## src/inc/rcs_consts.svh

```systemverilog
// constants for the reset cause and debug force reset block
`ifndef RCS_CONSTS_SVH
`define RCS_CONSTS_SVH
// ----------------------------------------
// register offsets (byte addresses on the 8-bit system bus)
// ----------------------------------------
`define RCS_OFS_CAUSE 16'h3000
`define RCS_OFS_FORCE 16'h3001
// ----------------------------------------
// cause register bit positions
// ----------------------------------------
`define RCS_BIT_POWERON 7
`define RCS_BIT_PIN 6
`define RCS_BIT_WATCHDOG 5
`define RCS_BIT_OPCODE 4
`define RCS_BIT_ADDR 3
`define RCS_BIT_OSC 2
`define RCS_BIT_BROWN 1
`define RCS_BIT_FORCE 0
// ----------------------------------------
// reset values
// ----------------------------------------
`define RCS_CAUSE_POR 8'h82
`define RCS_ZERO 8'h00
`endif

```

## src/inc/rcs_pkg.sv

```systemverilog
// types for the reset cause and debug force reset block
package rcs_pkg;
  typedef logic [7:0] rcs_byte_t;
  typedef logic [15:0] rcs_addr_t;
  typedef enum logic [1:0] {
    RCS_RUN = 2'b00,
    RCS_HOLD = 2'b01,
    RCS_DONE = 2'b11
  } rcs_state_t;
endpackage

```

## src/rcs_sync.sv

```systemverilog
// three-flop synchroniser with agreement of last two stages
`timescale 1ns/100ps
`default_nettype none
module rcs_sync (
  // clock and reset
  input wire logic core_clk,
  input wire logic rstn,
  // async level in, filtered level out
  input wire logic din,
  output logic dout
);
  logic s1_q;
  logic s2_q;
  logic s3_q;
  always_ff @(posedge core_clk or negedge rstn) begin
    if (!rstn) begin
      s1_q <= 1'b0;
      s2_q <= 1'b0;
      s3_q <= 1'b0;
      dout <= 1'b0;
    end else begin
      s1_q <= din;
      s2_q <= s1_q;
      s3_q <= s2_q;
      if (s2_q == s3_q) begin
        dout <= s3_q;
      end
    end
  end
endmodule // rcs_sync
`default_nettype wire

```

## src/rcs_top.sv

```systemverilog
// reset cause capture and debug-forced reset request
// Notes on behaviour
// - bit 7 reads 1 after power-on reset, 0 otherwise
// - bit 6 reads 1 after an external reset pin reset
// - bit 5 flags watchdog reset; none while watchdog enable is cleared
// - bit 4 flags reset from an illegal or unimplemented opcode
// - halt instruction with halt enable cleared counts as illegal opcode
// - debug halt instruction with debug mode disabled counts as illegal opcode
// - bit 3 flags illegal address reset; address captured elsewhere
// - bit 2 flags a reset asked for by the clock unit
// - brownout reset needs enable in run, both enables in stop; bit 1
// - bit 1 also set by power-on and undervoltage, cleared otherwise
// - reserved cause bit 0 and force bits 7-1 read zero
// - processor writes to the force register are ignored
// - reads of the force register always return zero
// - debug host writing 1 to force bit 0 requests full reset, except in the RCS_DONE cycle
// - a debug forced reset leaves all cause flags cleared
// - pin, watchdog, opcode flags follow sources active at reset time
`timescale 1ns/100ps
`default_nettype none
`include "rcs_consts.svh"
module rcs_top (
  // clock and power-on reset
  input wire logic core_clk,
  input wire logic rstn,
  // cpu bus
  input wire rcs_pkg::rcs_addr_t cpu_addr,
  input wire rcs_pkg::rcs_byte_t cpu_wdata,
  input wire logic cpu_wr,
  input wire logic cpu_rd,
  output rcs_pkg::rcs_byte_t cpu_rdata,
  // serial background debug write port
  input wire rcs_pkg::rcs_addr_t dbg_addr,
  input wire rcs_pkg::rcs_byte_t dbg_wdata,
  input wire logic dbg_wr,
  // reset sources
  input wire logic reset_pin_n,
  input wire logic watchdog_timeout,
  input wire logic watchdog_enable,
  input wire logic opcode_illegal,
  input wire logic halt_exec,
  input wire logic halt_enable,
  input wire logic debug_halt_instruction,
  input wire logic debug_mode_enable,
  input wire logic address_illegal,
  input wire logic osc_reset_req,
  input wire logic supply_low,
  input wire logic stop_mode,
  input wire logic brownout_reset_enable,
  input wire logic brownout_stop_enable,
  input wire logic undervoltage_reset,
  // reset request to the reset generator and its active window
  output logic mcu_reset_req,
  output logic sys_reset_active
);
  import rcs_pkg::*;

  // ----------------------------------------
  // pin synchroniser
  // ----------------------------------------
  logic pin_low;
  rcs_sync u_pin_sync (
    .core_clk(core_clk),
    .rstn(rstn),
    .din(~reset_pin_n),
    .dout(pin_low)
  );

  // ----------------------------------------
  // source qualification
  // ----------------------------------------
  logic watchdog_src;
  logic opcode_src;
  logic brown_src;
  logic force_src;
  logic any_src;
  assign watchdog_src = watchdog_timeout & watchdog_enable;
  assign opcode_src = opcode_illegal
    | (halt_exec & ~halt_enable)
    | (debug_halt_instruction & ~debug_mode_enable);
  assign brown_src = supply_low & brownout_reset_enable
    & (~stop_mode | brownout_stop_enable);
  // only the debug port reaches the force bit; cpu writes never do
  assign force_src = dbg_wr && (dbg_addr == `RCS_OFS_FORCE)
    && dbg_wdata[`RCS_BIT_FORCE];
  assign any_src = pin_low | watchdog_src | opcode_src | address_illegal
    | osc_reset_req | brown_src | undervoltage_reset | force_src;

  // ----------------------------------------
  // reset sequencing
  // ----------------------------------------
  rcs_state_t st_q;
  logic force_seen_q;
  always_ff @(posedge core_clk or negedge rstn) begin
    if (!rstn) begin
      st_q <= RCS_RUN;
    end else begin
      case (st_q)
        RCS_RUN: if (any_src) st_q <= RCS_HOLD;
        RCS_HOLD: if (!any_src) st_q <= RCS_DONE;
        RCS_DONE: st_q <= RCS_RUN;
        default: st_q <= RCS_RUN;
      endcase
    end
  end
  always_ff @(posedge core_clk or negedge rstn) begin
    if (!rstn) begin
      force_seen_q <= 1'b0;
    end else if (st_q == RCS_RUN) begin
      force_seen_q <= force_src;
    end else if (st_q == RCS_HOLD && force_src) begin
      force_seen_q <= 1'b1;
    end else if (st_q == RCS_DONE) begin
      // a stale mark would blank the flags of the next window
      force_seen_q <= 1'b0;
    end
  end
  assign mcu_reset_req = (st_q == RCS_RUN) && any_src;
  assign sys_reset_active = (st_q == RCS_HOLD);

  // ----------------------------------------
  // cause flags
  // ----------------------------------------
  // flags follow the sources on each window cycle with a source active;
  // the quiet closing cycle must not load, or every flag would be lost
  rcs_byte_t cause_q;
  rcs_byte_t cause_d;
  always_comb begin
    cause_d = `RCS_ZERO;
    cause_d[`RCS_BIT_PIN] = pin_low;
    cause_d[`RCS_BIT_WATCHDOG] = watchdog_src;
    cause_d[`RCS_BIT_OPCODE] = opcode_src;
    cause_d[`RCS_BIT_ADDR] = address_illegal;
    cause_d[`RCS_BIT_OSC] = osc_reset_req;
    cause_d[`RCS_BIT_BROWN] = brown_src | undervoltage_reset;
    if (force_src || force_seen_q) begin
      cause_d = `RCS_ZERO;
    end
  end
  always_ff @(posedge core_clk or negedge rstn) begin
    if (!rstn) begin
      cause_q <= `RCS_CAUSE_POR;
    end else if (any_src && (st_q == RCS_RUN || st_q == RCS_HOLD)) begin
      cause_q <= cause_d;
    end
  end

  // ----------------------------------------
  // cpu read port
  // ----------------------------------------
  always_ff @(posedge core_clk or negedge rstn) begin
    if (!rstn) begin
      cpu_rdata <= `RCS_ZERO;
    end else if (cpu_rd && cpu_addr == `RCS_OFS_CAUSE) begin
      cpu_rdata <= {cause_q[7:1], 1'b0};
    end else begin
      cpu_rdata <= `RCS_ZERO;
    end
  end
endmodule // rcs_top
`default_nettype wire

```

## config.mk

```make
export PLATFORM = sky130hd
export DESIGN_NAME = rcs_top
export DESIGN_NICKNAME = d
export VERILOG_FILES = /design/src/inc/rcs_pkg.sv /design/src/rcs_sync.sv /design/src/rcs_top.sv
export VERILOG_INCLUDE_DIRS = /design/src /design/src/inc
export SDC_FILE = /design/constraint.sdc
export NUM_CORES = 1
export LEC_CHECK = 0
export BUFFER_PORTS_ARGS = -buffer_cell sky130_fd_sc_hd__buf_4
export CAP_MARGIN = 40
export CORE_AREA = 2 2 51 53
export DETAILED_ROUTE_END_ITERATION = 8
export DIE_AREA = 0 0 53 55
export GPL_TIMING_DRIVEN = 1
export PLACE_DENSITY = 0.81
export SYNTH_ARGS = -nofsm -noshare
export SYNTH_HDL_FRONTEND = slang
export SYNTH_SLANG_ARGS = --single-unit
```

## constraint.sdc

```tcl
create_clock -name core_clk -period 2.2 [get_ports core_clk]
set_input_delay 0.11 -clock core_clk [delete_from_list [all_inputs] [get_ports core_clk]]
set_output_delay 0.11 -clock core_clk [all_outputs]
set_load 0.01 [all_outputs]
```

==> summary.txt <==
Run status
  • Run status: finished, final reports clean

Clock tree
  • CTS clock-pin slew for the worst setup and hold paths: 0.11 ns
  • Num CTS Buffers: 3
  • CTS tree: yes
  • Htree depth: 1
  • Clk buf depth: 2
  • CTS Root Cell: clkbuf_4
  • Post_cts resized: 0
  • Clk_lat worst skew: 0.30 ns
  • CTS sink count: 21

Finish
  • Fraction of layout cells with a size suffix above 1: 0.522
  • Number of fill cells: a little under 200
  • Post-route insts no fill: 168
  • Inserted Diodes: 0
  • Layout net count: 207
  • Area delta synth->final: 58.7%
  • Final Core Density: 0.604

Synth
  • Combinational family with the most area after synthesis: simple AND/OR/NAND/NOR gates
  • Synth Area in XOR/XNOR: 0
  • #FFs+latches synth: 21
  • Post-synth cell types: 29
  • Post-synthesis compound-gate area fraction: 0.120
  • Area share of and/or/nand/nor cells after synthesis: 0.245
  • Mux contribution to synthesized area: 0
  • Post-Synth Adder-Cell Area: 0.0111
  • Number of flops mapped to enable cells by yosys: 0
  • Sequential fraction of the synthesis area: 0.587
  • Synthesis Warnings: 0
  • Async set-reset flop share out of synthesis: 1.00
  • Dominant synthesized flop cell: dfrtp_1
  • Synth Area per Inst: 12.3 µm²
  • Cells after synthesis: between 70 and 80
  • Cell Area, Synth: 900 µm²
  • Syn Nets: 141

Worst setup path
  • Critical Path, Cell by Cell: a2111oi_0, nand3_1, o21bai_4, nor2_1, buf_4
  • CP Launch Type: flop
  • CP max-delay cell: dfrtp_1
  • Max incr delay on CP: 0.41 ns
  • Crit path DAT: 1.81 ns
  • Crit-path max FO: 8
  • CP endpoint kind: primary output
  • CP required: 2.09 ns
  • CP Class: flop to primary output

Timing
  • Setup Skew: 0.00142 ns
  • Unrepaired setup endpoints after global routing: no
  • Worst-Margin Slew: 0.589 ns
  • Crit path time final: 1.92 ns
  • Final Max Tran Viols: 0
  • Achievable Freq: about 520 MHz
  • Final Cycle Share: 0.874
  • Fin Setup TNS: 0 ns
  • Final count of negative-setup-slack endpoints: 0
  • Hold slack: 0.0215 ns
  • PnR worst setup slack: 0.276 ns
  • Final hold violations: 0
  • Rel. slew slack: 0.604

Die
  • Die width: 53 µm
  • Chip Height: 55 µm
  • Cell row count: 18
  • Initial Utilization: 0.380
  • Core area: 0.00236 mm²
  • Die footprint: 0.00292 mm²
  • I/O pins: 78

Route
  • WL final: 1.99 mm
  • Routed vias: 814
  • Initial drt markers: 7
  • Drt via density: between 4 and 5
  • Pre-antenna DRT Iters: 5
  • Routed wire per std cell: 11.9 µm
  • Post-route DRC: 0
  • ANT nets after route: 0

Placed design
  • Detailed placement HPWL: approximately 1.7 mm
  • # port buffers: 60
  • RePlAce Congestion: 0.721
  • Inst Count DP: 162
  • DP Worst Slack: roughly 0.62 ns

Global routing
  • First-pass GRT wire length: 3.18 mm
  • Largest net degree at the start of global routing: 22
  • Initial antenna violation count: 0
  • Total GRT Usage: 0.153
  • Congestion Overflow GR: 0
  • Vias in the first global route: 811

Job
  • Max-Cap Viols: 0

Worst hold path
  • Worst hold path class: primary input to flop

Power and ir drop
  • VDD IR-drop max: 0.317 mV
  • Leak: 0.726 nW
  • PD cells: between 500 and 600 mW/mm²
[synthesized netlist by cell type, types with 2 or more instances]
library cell | instances | share of area
nor3_1 | 3 | 0.017
nor4b_1 | 4 | 0.039
and2_1 | 7 | 0.049
nor2_1 | 4 | 0.017
dfrtp_1 | 19 | 0.53
dfstp_2 | 2 | 0.058
nand2_1 | 2 | 0.0083
a22o_1 | 5 | 0.049
inv_1 | 6 | 0.025
nor4_1 | 2 | 0.014
[metal layers]
layer / vias to the layer above / wire length, µm / global-route usage
met3: 5 / 250 / 0.0511
met1: 366 / 698 / 0.153
li1: 394 / - / -
met4: 0 / 23 / 0.0513
met5: - / 0 / 0
met2: 49 / 1020 / 0.298
[repair_timing]
item,in CTS,in global routing
endpoints found under the hold margin,22,0
setup buffers,0,0
hold buffers,2,0
endpoints found under the setup margin,0,0
[logic make-up (layout without fill, tap and decap cells)]
group	after synthesis	count (layout)
AND/OR/NAND/NOR	31	31
flip-flops	21	21
buffers and inverters	7	72
other	1	1
adder cells (fa/ha/maj)	1	1
AO/OA/AOI/OAI	12	12
[through the flow]
stage               cell area [µm²]  total power, mW
finish                         1430            0.762
CTS                            1430            0.770
floorplan                       900            0.495
global placement               1380            0.579
global route                   1430            0.804
detailed placement             1380            0.588
[placed cells by master (no fill, tap or decap), types with 2 or more instances in the layout]
cell and count:
dfrtp_1 19, buf_4 60, nor4_1 2, nor2_1 4
clkbuf_4 3, a22o_1 5, and2_1 7, nor3_1 3
inv_1 6, nor4b_1 4, nand2_1 2, dlygate4sd3_1 2
dfstp_2 2
[sequential cells by signal, summed over array words and instances, names as in the netlist]
register / flops
u_pin_sync.dout: 1
force_seen_q: 1
u_pin_sync.s3_q: 1
st_q: 2
u_pin_sync.s2_q: 1
cpu_rdata: 7
cause_q: 7
u_pin_sync.s1_q: 1
[area by class of cell]
class,count,area [µm²],area share
sequential,21,528,0.370
timing repair buffer,62,470,0.330
multi-input combinational,45,342,0.239
tap,30,37.5,0.0263
clock buffer,3,22.5,0.0158
inverter,6,22.5,0.0158
clock inverter,1,5.00,0.00351
[where the power goes]
part	leakage [nW]	switching, mW	internal (mW)	total, mW
Sequential	0.263	0.0197	0.423	0.443
Clock	0.0177	0.114	0.0680	0.181
Combinational	0.446	0.0468	0.0910	0.138
Total	0.726	0.180	0.582	0.762
[critical path, delay by kind of cell (launching register included)]
family          cells  cell delay, ns
flops               1            0.41
compound gates      2            0.62
buf+inv             1            0.14
simple gates        2            0.33
[path summary, 6_finish.rpt]
| path | from | to | slack [ns] | cells after the start |
|---|---|---|---|---|
| max in group asynchronous | rstn | cause_q[1] | 1.72 | 2 |
| min in group asynchronous | rstn | st_q[0] | 0.21 | 2 |
| max | u_pin_sync.dout | mcu_reset_req | 0.28 | 5 |
| max reg2reg | u_pin_sync.dout | cause_q[1] | 0.67 | 4 |
| min | osc_reset_req | cause_q[2] | 0.02 | 2 |
| min reg2reg | u_pin_sync.s1_q | u_pin_sync.s2_q | 0.37 | 0 |
No activity file was read; power rests on OpenSTA's default activity.
